==> src/shared/fsn_params.svh <==
// Register map, field positions, reset values and timing figures of the fault and programming block.
`ifndef FSN_PARAMS_SVH
`define FSN_PARAMS_SVH

// System clock rate.
`define FSN_CLK_MHZ 50

// Register addresses.
`define FSN_ADDR_FAULT 8'h54
`define FSN_ADDR_PROG 8'h60
`define FSN_ADDR_UNLOCK 8'h61
`define FSN_CUST_LAST 8'h0b
`define FSN_CUST_NUM 12

// Program control fields and values.
`define FSN_PROG_CODE 5'h12
`define FSN_PROG_CODE_MSB 7
`define FSN_PROG_CODE_LSB 3
`define FSN_PROG_DONE_BIT 1
`define FSN_PROG_RSV0 1'b1
`define FSN_UNLOCK_KEY 8'h61
`define FSN_UNLOCK_RST 8'h00
`define FSN_NVM_BLANK 8'h00
`define FSN_RD_NONE 8'h00

// Fault summary bit positions.
`define FSN_FLT_SHORT 2
`define FSN_FLT_OCP 1
`define FSN_FLT_OT 0

// Protection and program timing in printed units and derived cycle counts.
`define FSN_OC_DLY_MS 1
`define FSN_OC_DLY_CYC (`FSN_OC_DLY_MS * 1000 * `FSN_CLK_MHZ)
`define FSN_OT_DLY_US 160
`define FSN_OT_DLY_CYC (`FSN_OT_DLY_US * `FSN_CLK_MHZ)
`define FSN_HICCUP_MS 10
`define FSN_HICCUP_CYC (`FSN_HICCUP_MS * 1000 * `FSN_CLK_MHZ)
`define FSN_START_MS 2
`define FSN_START_CYC (`FSN_START_MS * 1000 * `FSN_CLK_MHZ)
`define FSN_PROG_MS 10
`define FSN_PROG_CYC (`FSN_PROG_MS * 1000 * `FSN_CLK_MHZ)

`endif

==> src/shared/fsn_pkg.sv <==
// Types shared by the fault and programming block.
`default_nettype none
package fsn_pkg;

    // Protection state machine states.
    typedef enum logic [1:0] {
        FSN_ST_START = 2'b00,
        FSN_ST_RUN = 2'b01,
        FSN_ST_HICCUP = 2'b10,
        FSN_ST_OT_OFF = 2'b11
    } fsn_state_e;

    // One register byte.
    typedef logic [7:0] fsn_byte_t;

endpackage : fsn_pkg
`default_nettype wire

==> src/design/fsn_nvm_store.sv <==
// Nonvolatile store for the customer registers with a timed program cycle.
`timescale 1ns/1ps
`default_nettype none
`include "fsn_params.svh"

module fsn_nvm_store
    import fsn_pkg::*;
#(
    parameter int N = `FSN_CUST_NUM,
    parameter int PROG_CYC = `FSN_PROG_CYC,
    parameter int CNT_W = 24
) (
    input wire logic clk_sys_i,
    input wire logic rst_i,
    input wire logic start_i,
    input wire logic [N*8-1:0] wr_data_i,
    output logic [N*8-1:0] rd_data_o,
    output logic busy_o,
    output logic done_o
);

    // Blank contents for a part that has never been programmed; reset never touches the store.
    fsn_byte_t mem_q [N] = '{default: `FSN_NVM_BLANK};
    fsn_byte_t snap_q [N];
    logic [CNT_W-1:0] cnt_q;
    logic busy_q;
    logic done_q;
    logic last_w;

    // The cycle ends when the counter reaches its final value.
    assign last_w = busy_q && (cnt_q == CNT_W'(PROG_CYC - 1));
    assign busy_o = busy_q;
    assign done_o = done_q;

    // Cycle timer; the store itself is not touched by reset so it survives power cycles.
    always_ff @(posedge clk_sys_i) begin
        if (rst_i) begin
            busy_q <= 1'b0;
            done_q <= 1'b0;
            cnt_q <= '0;
        end else begin
            done_q <= last_w;
            if (start_i && !busy_q) begin
                busy_q <= 1'b1;
                cnt_q <= '0;
            end else if (last_w) begin
                busy_q <= 1'b0;
            end else if (busy_q) begin
                cnt_q <= cnt_q + CNT_W'(1);
            end
        end
    end

    // Snapshot at start, commit at the end, one byte per entry.
    genvar i;
    generate
        for (i = 0; i < N; i++) begin : g_byte
            always_ff @(posedge clk_sys_i) begin
                if (start_i && !busy_q) begin
                    snap_q[i] <= wr_data_i[i*8 +: 8];
                end
                if (last_w) begin
                    mem_q[i] <= snap_q[i];
                end
            end
            assign rd_data_o[i*8 +: 8] = mem_q[i];
        end
    endgenerate
endmodule : fsn_nvm_store
`default_nettype wire

==> src/design/fsn_top.sv <==
// Fault flags, nonvolatile programming control and protection state machine of the converter.
// Function
// - Three read-only fault flags, reset to zero.
// - Code 10010 starts copying registers to memory.
// - Programmed values load at next start-up.
// - Done clears on command, sets at completion.
// - Undervoltage forces immediate power-on reset.
// - Overcurrent for 1ms shuts down, hiccups.
// - Hiccup retries start-up while overcurrent persists.
// - Short circuit shuts down at once, hiccups.
// - Cleared fault returns to normal operation.
// - Overtemperature over 160us turns output off.
// - Output returns once temperature falls back.
// - Persisting overtemperature keeps output off.
`timescale 1ns/1ps
`default_nettype none
`include "fsn_params.svh"

module fsn_top
    import fsn_pkg::*;
#(
    parameter int OC_CYC = `FSN_OC_DLY_CYC,
    parameter int OT_CYC = `FSN_OT_DLY_CYC,
    parameter int HICCUP_CYC = `FSN_HICCUP_CYC,
    parameter int START_CYC = `FSN_START_CYC,
    parameter int PROG_CYC = `FSN_PROG_CYC,
    parameter int TMR_W = 24
) (
    input wire logic clk_sys_i,
    input wire logic rst_i,
    input wire logic uvlo_i,
    input wire logic oc_i,
    input wire logic sc_i,
    input wire logic ot_i,
    input wire logic reg_wr_i,
    input wire logic reg_rd_i,
    input wire logic [7:0] reg_addr_i,
    input wire logic [7:0] reg_wdata_i,
    output logic [7:0] reg_rdata_o,
    output logic output_enable_o,
    output logic power_good_output_o,
    output logic por_o
);

    fsn_state_e st_q;
    fsn_state_e st_d;
    fsn_byte_t cust_q [`FSN_CUST_NUM];
    logic [`FSN_CUST_NUM*8-1:0] cust_flat;
    logic [`FSN_CUST_NUM*8-1:0] nvm_rd;
    logic [TMR_W-1:0] tmr_q;
    logic [TMR_W-1:0] tmr_d;
    logic [TMR_W-1:0] oc_cnt_q;
    logic [TMR_W-1:0] ot_cnt_q;
    logic [4:0] code_q;
    logic [2:0] flt_q;
    logic [2:0] flt_set;
    logic [2:0] flt_cond;
    fsn_byte_t unlock_q;
    fsn_byte_t rd_mux;
    fsn_byte_t prog_rd;
    logic done_q;
    logic nvm_busy;
    logic nvm_done;
    logic por;
    logic wr_prog;
    logic wr_unlock;
    logic unlocked;
    logic prog_go;
    logic out_on;
    logic oc_trip;
    logic ot_trip;
    logic sc_trip;
    logic start_end;
    logic hic_end;

    // Undervoltage acts as a power-on reset with no filtering.
    assign por = rst_i | uvlo_i;

    // Register write decode and program command qualification.
    assign wr_prog = reg_wr_i && (reg_addr_i == `FSN_ADDR_PROG);
    assign wr_unlock = reg_wr_i && (reg_addr_i == `FSN_ADDR_UNLOCK);
    assign unlocked = (unlock_q == `FSN_UNLOCK_KEY);
    assign prog_go = wr_prog && unlocked && !nvm_busy &&
        (reg_wdata_i[`FSN_PROG_CODE_MSB:`FSN_PROG_CODE_LSB] == `FSN_PROG_CODE);

    // Read data: reserved bits read zero, bit 0 of program control reads one.
    assign prog_rd = {code_q, 1'b0, done_q, `FSN_PROG_RSV0};
    assign rd_mux = (reg_addr_i <= `FSN_CUST_LAST) ? cust_q[reg_addr_i[3:0]] :
                    (reg_addr_i == `FSN_ADDR_PROG) ? prog_rd :
                    (reg_addr_i == `FSN_ADDR_UNLOCK) ? unlock_q :
                    (reg_addr_i == `FSN_ADDR_FAULT) ? {5'h00, flt_q} : `FSN_RD_NONE;

    // Customer registers reload from the nonvolatile store at every power-on reset.
    genvar i;
    generate
        for (i = 0; i < `FSN_CUST_NUM; i++) begin : g_cust
            always_ff @(posedge clk_sys_i) begin
                if (por) begin
                    cust_q[i] <= nvm_rd[i*8 +: 8];
                end else if (reg_wr_i && (reg_addr_i == 8'(i))) begin
                    cust_q[i] <= reg_wdata_i;
                end
            end
            assign cust_flat[i*8 +: 8] = cust_q[i];
        end
    endgenerate

    // Nonvolatile store that copies customer registers on command.
    fsn_nvm_store #(
        .N(`FSN_CUST_NUM),
        .PROG_CYC(PROG_CYC),
        .CNT_W(TMR_W)
    ) u_nvm (
        .clk_sys_i(clk_sys_i),
        .rst_i(rst_i),
        .start_i(prog_go),
        .wr_data_i(cust_flat),
        .rd_data_o(nvm_rd),
        .busy_o(nvm_busy),
        .done_o(nvm_done)
    );

    // Program control, unlock key and read data registers.
    always_ff @(posedge clk_sys_i) begin
        if (por) begin
            code_q <= 5'h00;
            unlock_q <= `FSN_UNLOCK_RST;
            done_q <= 1'b0;
            reg_rdata_o <= `FSN_RD_NONE;
        end else begin
            if (wr_prog) begin
                code_q <= reg_wdata_i[`FSN_PROG_CODE_MSB:`FSN_PROG_CODE_LSB];
            end
            if (wr_unlock) begin
                unlock_q <= reg_wdata_i;
            end
            if (prog_go) begin
                done_q <= 1'b0;
            end else if (nvm_done) begin
                done_q <= 1'b1;
            end
            if (reg_rd_i) begin
                reg_rdata_o <= rd_mux;
            end
        end
    end

    // Trip detection: short acts at once, overload and heat only after their delays.
    assign out_on = (st_q == FSN_ST_START) || (st_q == FSN_ST_RUN);
    assign sc_trip = out_on && sc_i;
    assign oc_trip = (st_q == FSN_ST_RUN) && oc_i && (oc_cnt_q == TMR_W'(OC_CYC - 1));
    assign ot_trip = out_on && ot_i && (ot_cnt_q == TMR_W'(OT_CYC - 1));
    assign start_end = (st_q == FSN_ST_START) && (tmr_q == TMR_W'(START_CYC - 1));
    assign hic_end = (st_q == FSN_ST_HICCUP) && (tmr_q == TMR_W'(HICCUP_CYC - 1));

    // Persistence counters for overload and overtemperature.
    always_ff @(posedge clk_sys_i) begin
        if (por || (st_q != FSN_ST_RUN) || !oc_i) begin
            oc_cnt_q <= '0;
        end else if (!oc_trip) begin
            oc_cnt_q <= oc_cnt_q + TMR_W'(1);
        end
        if (por || !out_on || !ot_i) begin
            ot_cnt_q <= '0;
        end else if (!ot_trip) begin
            ot_cnt_q <= ot_cnt_q + TMR_W'(1);
        end
    end

    // Next state of the protection sequencer.
    always_comb begin
        st_d = st_q;
        tmr_d = tmr_q + TMR_W'(1);
        case (st_q)
            FSN_ST_START: begin
                if (sc_trip) begin
                    st_d = FSN_ST_HICCUP;
                    tmr_d = '0;
                end else if (ot_trip) begin
                    st_d = FSN_ST_OT_OFF;
                end else if (start_end) begin
                    st_d = oc_i ? FSN_ST_HICCUP : FSN_ST_RUN;
                    tmr_d = '0;
                end
            end
            FSN_ST_RUN: begin
                tmr_d = '0;
                if (sc_trip || oc_trip) begin
                    st_d = FSN_ST_HICCUP;
                end else if (ot_trip) begin
                    st_d = FSN_ST_OT_OFF;
                end
            end
            FSN_ST_HICCUP: begin
                if (hic_end) begin
                    st_d = FSN_ST_START;
                    tmr_d = '0;
                end
            end
            FSN_ST_OT_OFF: begin
                tmr_d = '0;
                if (!ot_i) begin
                    st_d = FSN_ST_START;
                end
            end
            default: begin
                st_d = FSN_ST_START;
                tmr_d = '0;
            end
        endcase
    end

    // Fault flags latch on trip and clear only once running clean again.
    assign flt_set = {sc_trip, oc_trip || (start_end && oc_i && !sc_trip && !ot_trip), ot_trip};
    assign flt_cond = {sc_i, oc_i, ot_i};

    // State, timer, flags and converter outputs.
    always_ff @(posedge clk_sys_i) begin
        por_o <= por;
        if (por) begin
            st_q <= FSN_ST_START;
            tmr_q <= '0;
            flt_q <= 3'h0;
            output_enable_o <= 1'b0;
            power_good_output_o <= 1'b0;
        end else begin
            st_q <= st_d;
            tmr_q <= tmr_d;
            flt_q <= flt_set | (flt_q & (flt_cond | {3{st_q != FSN_ST_RUN}}));
            output_enable_o <= (st_d == FSN_ST_START) || (st_d == FSN_ST_RUN);
            power_good_output_o <= (st_d == FSN_ST_RUN);
        end
    end
endmodule : fsn_top
`default_nettype wire

==> config.mk <==
export PLATFORM = sky130hd
export DESIGN_NAME = fsn_top
export DESIGN_NICKNAME = d
export VERILOG_FILES = /design/src/shared/fsn_pkg.sv /design/src/design/fsn_nvm_store.sv /design/src/design/fsn_top.sv
export VERILOG_INCLUDE_DIRS = /design/src /design/src/shared
export SDC_FILE = /design/constraint.sdc
export NUM_CORES = 1
export LEC_CHECK = 0
export BUFFER_PORTS_ARGS = -buffer_cell sky130_fd_sc_hd__buf_2
export CORE_UTILIZATION = 45
export CTS_CLUSTER_DIAMETER = 30
export CTS_CLUSTER_SIZE = 12
export DETAILED_ROUTE_END_ITERATION = 8
export SLEW_MARGIN = 40
export SYNTH_ARGS = -nofsm -noshare
export SYNTH_HDL_FRONTEND = slang
export SYNTH_SLANG_ARGS = --single-unit
==> constraint.sdc <==
create_clock -name clk_sys_i -period 7.1 [get_ports clk_sys_i]
set_input_delay 0.355 -clock clk_sys_i [delete_from_list [all_inputs] [get_ports clk_sys_i]]
set_output_delay 0.355 -clock clk_sys_i [all_outputs]
set_load 0.05 [all_outputs]
# == After elaboration in Yosys (flattened, before gate mapping) ==
# Memories as Yosys holds them, arrays and structs flattened.
# Index checks and enable logic that the tools add are counted.
# word_totals
memories,3
register_bits,128
input_bits,24
output_inout_bits,11
mem_bits_rw,288
word_cells,191
# op_classes
n_mux,74
bitwise,17
add_sub_neg,4
order_cmp,1
n_eq_ne,26
n_reduce_logical,51
# memory_table
name,depth,word_bits,rd,rd_ports_with_merged_regs,wr,line,rtl
cust_q,12,8,13,0,12,fsn_top.sv:47,fsn_byte_t cust_q [`FSN_CUST_NUM];
u_nvm.mem_q,12,8,12,0,12,fsn_nvm_store.sv:23,fsn_byte_t mem_q [N] = '{default: `FSN_NVM_BLANK};
u_nvm.snap_q,12,8,12,0,12,fsn_nvm_store.sv:24,fsn_byte_t snap_q [N];
# op_table
operator,n
$mux 8,15
$add 24x1->24 const B,4
$mux 24,4
$pmux 24 s3,1
$eq 24x19->1 const B,2
$mux 1,44
$eq 8x3->1 const B,4
$eq 8x4->1 const B,4
$eq 8x7->1 const B,4
$logic_and 1x1->1,29
$eq 24x13->1 const B,1
$eq 24x16->1 const B,1
$eq 24x17->1 const B,1
$eq 8x2->1 const B,2
$mux 2,8
$or 1x1->1,13
$eq 8x1->1 const B,1
$le 8x4->1 const B,1
$logic_not 8->1,1
$logic_or 1x1->1,8
$pmux 2 s4,1
$logic_not 1->1,6
$or 3x3->3,2
$reduce_or 2->1,3
10 further kinds,13

# == Logic depth before layout (Yosys ltp) ==
# Gate-level depths: netlist (run 1).
# logic_depth
word_depth,9
ltp_mapped,8
depth_no_buf,6

# == Cells and area by module ==
# Synthesis (run 1) repeated with hierarchy kept, for this count alone.
# hier_totals
hier_cells,1189
area_unflattened_um2,16781.1
# modules_own_cells
module,cells_each,area_each_um2,seq_area_each_um2,n_inst
fsn_top,841,9679.3,4924.7,1
fsn_nvm_store,348,7101.8,6286.0,1

# == Worst setup path before layout (run 1) ==
# No wires, ideal clock.
# synth_timing
kind,input -> register
from,input reg_addr_i[2]
to,memory u_nvm.snap_q[0][0] in the netlist's numbering (enable)
t_arrival_ns,5.443
path_slack_ns,1.104
setup_time_ns,0.553
path_stages,5
n_path_buf,1
required_time_ns,6.547
cell_sequence,or4b_4 > nor4_4 > buf_6 > nand3_1 > nor2_1
# synth_rtl
element,line,rtl
from (decl),fsn_top.sv:37,"input wire logic [7:0] reg_addr_i,"
to (decl),fsn_nvm_store.sv:24,

==> impl_metrics.toml, run 1 <==
[outcome]
status = "finished, final reports clean"

[power_and_ir_drop]
vdd_drop_max_mv = 0.194
power_leakage_nw = 7.03
p_total_mw = 7.13
powerDensity_nw_per_um2 = 344

[cts]
cts_buffers = 90
htreeDepth = 3
postCtsSetupBuffers = 0
ctsHoldBuffers = 0
cts_tree = "built"
clk_pin_slew_worst_paths_ns = 0.04
clock_latency_ns = 0.60
clock_path_buffers = 3
clkSinkCount = 416
cts_resized = 0
cts-root-buf = "clkbuf_16"

[floorplanning]
ios = 35
rows = 70
die_width_um = 195
die_h_um = 195
die_area_um2 = 38000
start_util = 0.458
coreArea_um2 = 36600

[synthesis]
synth_area_um2 = 16800
syn_nets = 1215
synthTopCellsByArea = "edfxtp_1, dfxtp_1, mux2_2"
async_reset_ff_frac = 0
ys_types = 68
synth_ff_type = "edfxtp_1"
synth_edf_count = 288
synth.avg_cell_area_um2 = 14.1
ys_ff_latch = 416
yosysSeqAreaShare = 0.669
ys_warn_count = 0
yosys.area.top_type_share = 0.516
synthCells = 1187
synth_area_leader_cell = "edfxtp_1"

[grt]
met1_usage = 0.296
grtUsageMet2 = 0.301
overflow = 0
use_met3 = 0.0446
grt_pass1_wl_um = 59200
grt_max_degree = 76
grt.busiest_layer = "met2"
first_global_vias = 10300
antenna_found_initial = 5
grt_use_total = 0.204

[timing]
rsz0062_at_grt = "no"
setup_viol_count_final = 0
fmax_ghz = 0.310
tightestPinTransition_ns = 0.796
tns_ns = 0
clock_skew_ns = 0.0285
slew_headroom = 0.469
hold_viol = 0
drv_slew = 0
period_share = 0.455
min_period_ns = 3.23
setup_ws_ns = 3.87

[final_layout]
multiInputGateArea_um2 = 5310
layout.nets = 1311
n_fill_cell = 2908
final_core_util = 0.566
diodes = 0
seq_area_um2 = 11200
drive_above_1_share = 0.259
syn_to_final_growth_pct = 23.6

[drt]
wirelength_um = 37700
via_count = 10300
first_pass_iters = 5
vias_per_cell = 5.65
drcViolationCount = 0
ant_nets = 0
drt_iter0_markers = 778
avgRoutedWirePerCell_um = 20.6

[setup_path]
path_class = "in2reg"
crit_required_ns = 7.32
startpoint_type = "input port"
path_max_fanout = 50
crit_arrival_ns = 3.45
end_kind = "register"
r2r_slack_ns = 4.38

[place]
dp_slack_ns = 3.26
dp_hpwl_um = 22000
place_congestion = 0.775
port-buffer-count = 34

[hold_path]
hold_class = "in2reg"

[job]
maxCapViolations = 0
[final timing paths]
check | startpoint | end | cells past startpoint
worst max register to register | u_nvm.busy_o$_SDFFE_PP0P_ | u_nvm.snap_q[0][21]$_DFFE_PP_ | 5
worst min register to register | u_nvm.snap_q[1][20]$_DFFE_PP_ | u_nvm.mem_q[3][4]$_DFFE_PP_ | 0
worst min-delay path | rst_i | u_nvm.busy_o$_SDFFE_PP0P_ | 2
worst max-delay path | reg_addr_i[3] | u_nvm.snap_q[0][21]$_DFFE_PP_ | 7
[cell type report]
| class | instances | share of cell area |
|---|---|---|
| clock buffers | 106 | 0.117 |
| clock inverters | 63 | 0.0391 |
| inverters | 14 | 0.00254 |
| multi-input cells | 708 | 0.256 |
| flip-flops and latches | 416 | 0.541 |
| well taps | 468 | 0.0283 |
| repair buffers | 53 | 0.0153 |
[critical path, cell delays in order]
cell     delay (ns)
buf_2          0.23
or4b_4         0.60
nor4_4         0.56
nand3_1        0.22
nor2_4         0.14
buf_4          0.55
buf_4          0.69
[registers in the layout, summed over array words and instances, names as in the netlist, 3 cells and up]
signal	count
u_nvm.mem_q	96
u_nvm.cnt_q	24
cust_q	96
unlock_q	8
u_nvm.snap_q	96
reg_rdata_o	8
code_q	5
flt_q	3
tmr_q	24
ot_cnt_q	24
oc_cnt_q	24
[power breakdown]
part           switching, mW  internal [mW]
sequential            0.0119           2.60
combinational         0.0917         0.0404
clock                   1.36           3.03
[metal layers]
| metal | up-vias | part of all wire |
|---|---|---|
| met4 | 6 | 0.023 |
| met3 | 77 | 0.057 |
| li1 | 4768 | - |
| met2 | 287 | 0.45 |
| met1 | 5189 | 0.47 |
| met5 | - | 0.0010 |
[kinds of logic (layout without fill, tap and decap cells)]
kind of cell    Yosys count  in the layout  share of synthesized area
buf+inv                  63            236                     0.0159
mux                     142            142                      0.110
flops                   416            416                      0.669
simple gates            363            363                      0.119
compound gates          140            140                     0.0519
xor+xnor                 59             59                     0.0308
fa+ha+maj                 4              4                    0.00299
[synth_stat cells, drive strengths merged, types with 4 or more instances]
cell and number:
o31ai 11, nor3b 4, buf 16, mux2 97, mux2i 21, o211ai 9
mux4 24, nor4bb 4, o21ai 46, ha 4, nand2 65, o2111ai 6
nand4 17, clkbuf 33, a221oi 7, nor3 21, nand3 34, and2 5
nor4 19, dfxtp 128, a21oi 45, edfxtp 288, nor4b 4, or2 6
or4 13, nor2 95, and4 14, and3 13, xor2 33, xnor2 26
inv 14, or3 25, nand3b 4, nand2b 10
[layout by cell type, fill, tap and decap left out, types with 21 or more instances in the layout]
cell       netlist  final
xnor2_1         26     26
mux2_2          93     93
xor2_1          33     33
or3_1           25     25
a21oi_1         42     42
nand3_1         31     31
clkbuf_16        0     93
nor2_1          95     94
o21ai_0         43     41
nand2_1         64     63
dfxtp_1        128    128
edfxtp_1       288    288
buf_2           12     34
mux2i_1         21     21
mux4_2          24     24
[per-stage QoR]
| stage | instances | instance area, um^2 | hold WS, ns |
|---|---|---|---|
| 5_1_grt | 1828 | 20700 | 0.0325 |
| 3_5_place_dp | 1659 | 17500 | 0.405 |
| 6_report | 1828 | 20700 | 0.0370 |
| 2_1_floorplan | 1187 | 16800 | 0.400 |
| 3_3_place_gp | 1658 | 17400 | 0.401 |
| 4_1_cts | 1828 | 20700 | 0.00927 |
No activity file was read; power rests on OpenSTA's default activity.
==> inputs of run 2 (changes only) <==
==> constraint.sdc (replaced) <==
create_clock -name clk_sys_i -period 2.72 [get_ports clk_sys_i]
set_input_delay 0.136 -clock clk_sys_i [delete_from_list [all_inputs] [get_ports clk_sys_i]]
set_output_delay 0.136 -clock clk_sys_i [all_outputs]
set_load 0.05 [all_outputs]
==> run 2 against run 1 <==
- sequential cell count did not move
- worst hold slack improved by 0.00082 ns
- first-iteration DRC count rose by 1.5%
- global-route usage rose by 0.50 points
- core utilization rose by 0.73 points
- via count rose by 1.3%
- setup slack got worse by 3.7 ns
- clock skew fell by 0.0048 ns
- sequential power rose to 2.6 times the previous value
- count of clock-buffer cells in the layout did not move
- non-clock buffer count rose by 39
- critical path depth did not move
- critical path type is now reg2reg
==> impl_metrics.toml, run 2 (synthesis gave the netlist of run 1 again) <==
[floorplanning]
coreArea_um2 = 36600
die_width_um = 195
die_h_um = 195
rows = 70
ios = 35
start_util = 0.458
die_area_um2 = 38000

[timing]
rsz0062_at_grt = "no"
setup_viol_count_final = 0
slew_headroom = 0.530
fmax_ghz = 0.387
drv_slew = 0
min_period_ns = 2.59
period_share = 0.951
hold_viol = 0
setup_ws_ns = 0.134
clock_skew_ns = 0.0237
tightestPinTransition_ns = 0.700

[cts]
clock_latency_ns = 0.60
cts-root-buf = "clkbuf_16"
cts_resized = 0
cts_buffers = 87
htreeDepth = 3
clk_pin_slew_worst_paths_ns = 0.05
clkSinkCount = 416
cts_tree = "built"
clock_path_buffers = 3

[place]
dp_hpwl_um = 23700
place_congestion = 0.808
dp_slack_ns = 0.432
port-buffer-count = 34

[power_and_ir_drop]
powerDensity_nw_per_um2 = 867
power_leakage_nw = 7.15
p_total_mw = 18.2
vdd_drop_max_mv = 0.545

[drt]
via_count = 10500
vias_per_cell = 5.62
wirelength_um = 38700
drt_iter0_markers = 790
first_pass_iters = 5
drcViolationCount = 0
ant_nets = 0
avgRoutedWirePerCell_um = 20.8

[job]
maxCapViolations = 0

[grt]
overflow = 0
grt_use_total = 0.209
grt_max_degree = 45
antenna_found_initial = 2
first_global_vias = 10400
grt_pass1_wl_um = 59900

[setup_path]
path_class = "reg2reg"
crit_required_ns = 3.20
end_kind = "register"
startpoint_type = "register"
path_max_fanout = 10
crit_arrival_ns = 3.06
slowest_stage = "or3_1"
crit_chain = "ha_1 > nand3_1 > or3_1 > or2_0 > nand4_1 > dlygate4sd3_1 > a21oi_1"
max_stage_delay_ns = 0.58

[final_layout]
multiInputGateArea_um2 = 5310
final_common_cell = "edfxtp_1"
layout.nets = 1347
mostFrequentLayoutCells = "edfxtp_1, dfxtp_1, nor2_1"
largestRegisters = "cust_q: 96 flops, u_nvm.mem_q: 96 flops, u_nvm.snap_q: 96 flops"
seq_area_um2 = 11200
syn_to_final_growth_pct = 25.2
drive_above_1_share = 0.266
n_fill_cell = 2904

[outcome]
status = "finished, final reports clean"

[hold_path]
hold_class = "in2reg"
[run 2: cell types whose count changed in the layout (fill, tap and decap cells not counted), moves of 3 or more]
cell	change
buf_12	+9
clkinv_4	-3
clkbuf_1	+5
dlygate4sd3_1	+10
clkinv_1	-5
clkbuf_16	-3
buf_4	+21
[run 2: worst paths after layout]
path | start | end | slack, ns | cells after the start
worst max-delay path | ot_cnt_q[0]$_SDFFE_PP0N_ | flt_q[1]$_SDFF_PP0_ | 0.13 | 7
worst min register to register | u_nvm.snap_q[0][7]$_DFFE_PP_ | u_nvm.mem_q[0][7]$_DFFE_PP_ | 0.41 | 0
worst min-delay path | reg_wdata_i[2] | unlock_q[2]$_SDFFE_PP0P_ | 0.04 | 3
worst max register to register | ot_cnt_q[0]$_SDFFE_PP0N_ | flt_q[1]$_SDFF_PP0_ | 0.13 | 7
[run 2: layout make-up]
cell class                 instances  share of cell area
antenna                            1            0.000119
sequential                       416               0.534
timing repair buffer              92              0.0354
inverter                          14             0.00250
multi-input combinational        708               0.253
tap                              468              0.0279
clock inverter                    55              0.0353
clock buffer                     106               0.112
[run 2: through the flow]
stage | setup TNS, ns | utilization | hold slack (ns) | std cells | area [um^2]
after floorplan | -31.21 | - | 0.205 | 1187 | 16800
after global placement | 0 | 0.486 | 0.397 | 1687 | 17800
after detailed placement | 0 | 0.486 | 0.401 | 1688 | 17800
after CTS | 0 | 0.573 | 0.0146 | 1859 | 21000
after global routing | 0 | 0.573 | 0.0383 | 1860 | 21000
final | 0 | 0.573 | 0.0378 | 1860 | 21000
[run 2: repair_timing]
item,in CTS,in global routing
setup endpoints to repair,0,0
hold buffers,10,0
setup buffers,0,0
endpoints found under the hold margin,15,0
[run 2: metal layers]
metal	vias to the layer above	routed length, um	GRT usage
met5	-	9	0
li1	4834	-	-
met4	2	1030	0.0895
met2	326	17200	0.304
met3	64	2690	0.0566
met1	5232	17700	0.295
[run 2: power breakdown]
group / internal [mW] / switching, mW
Combinational: 0.126 / 0.255
Clock: 7.50 / 3.51
Sequential: 6.78 / 0.0299
[run 2: critical path, delay by kind of cell, from the launching register on]
family | cells | cell delay [ns]
AOI/OAI and AO/OA | 1 | 0.07
adders and majority gates | 1 | 0.17
buffers and inverters | 1 | 0.55
DFF | 1 | 0.37
and+or+nand+nor | 4 | 1.31
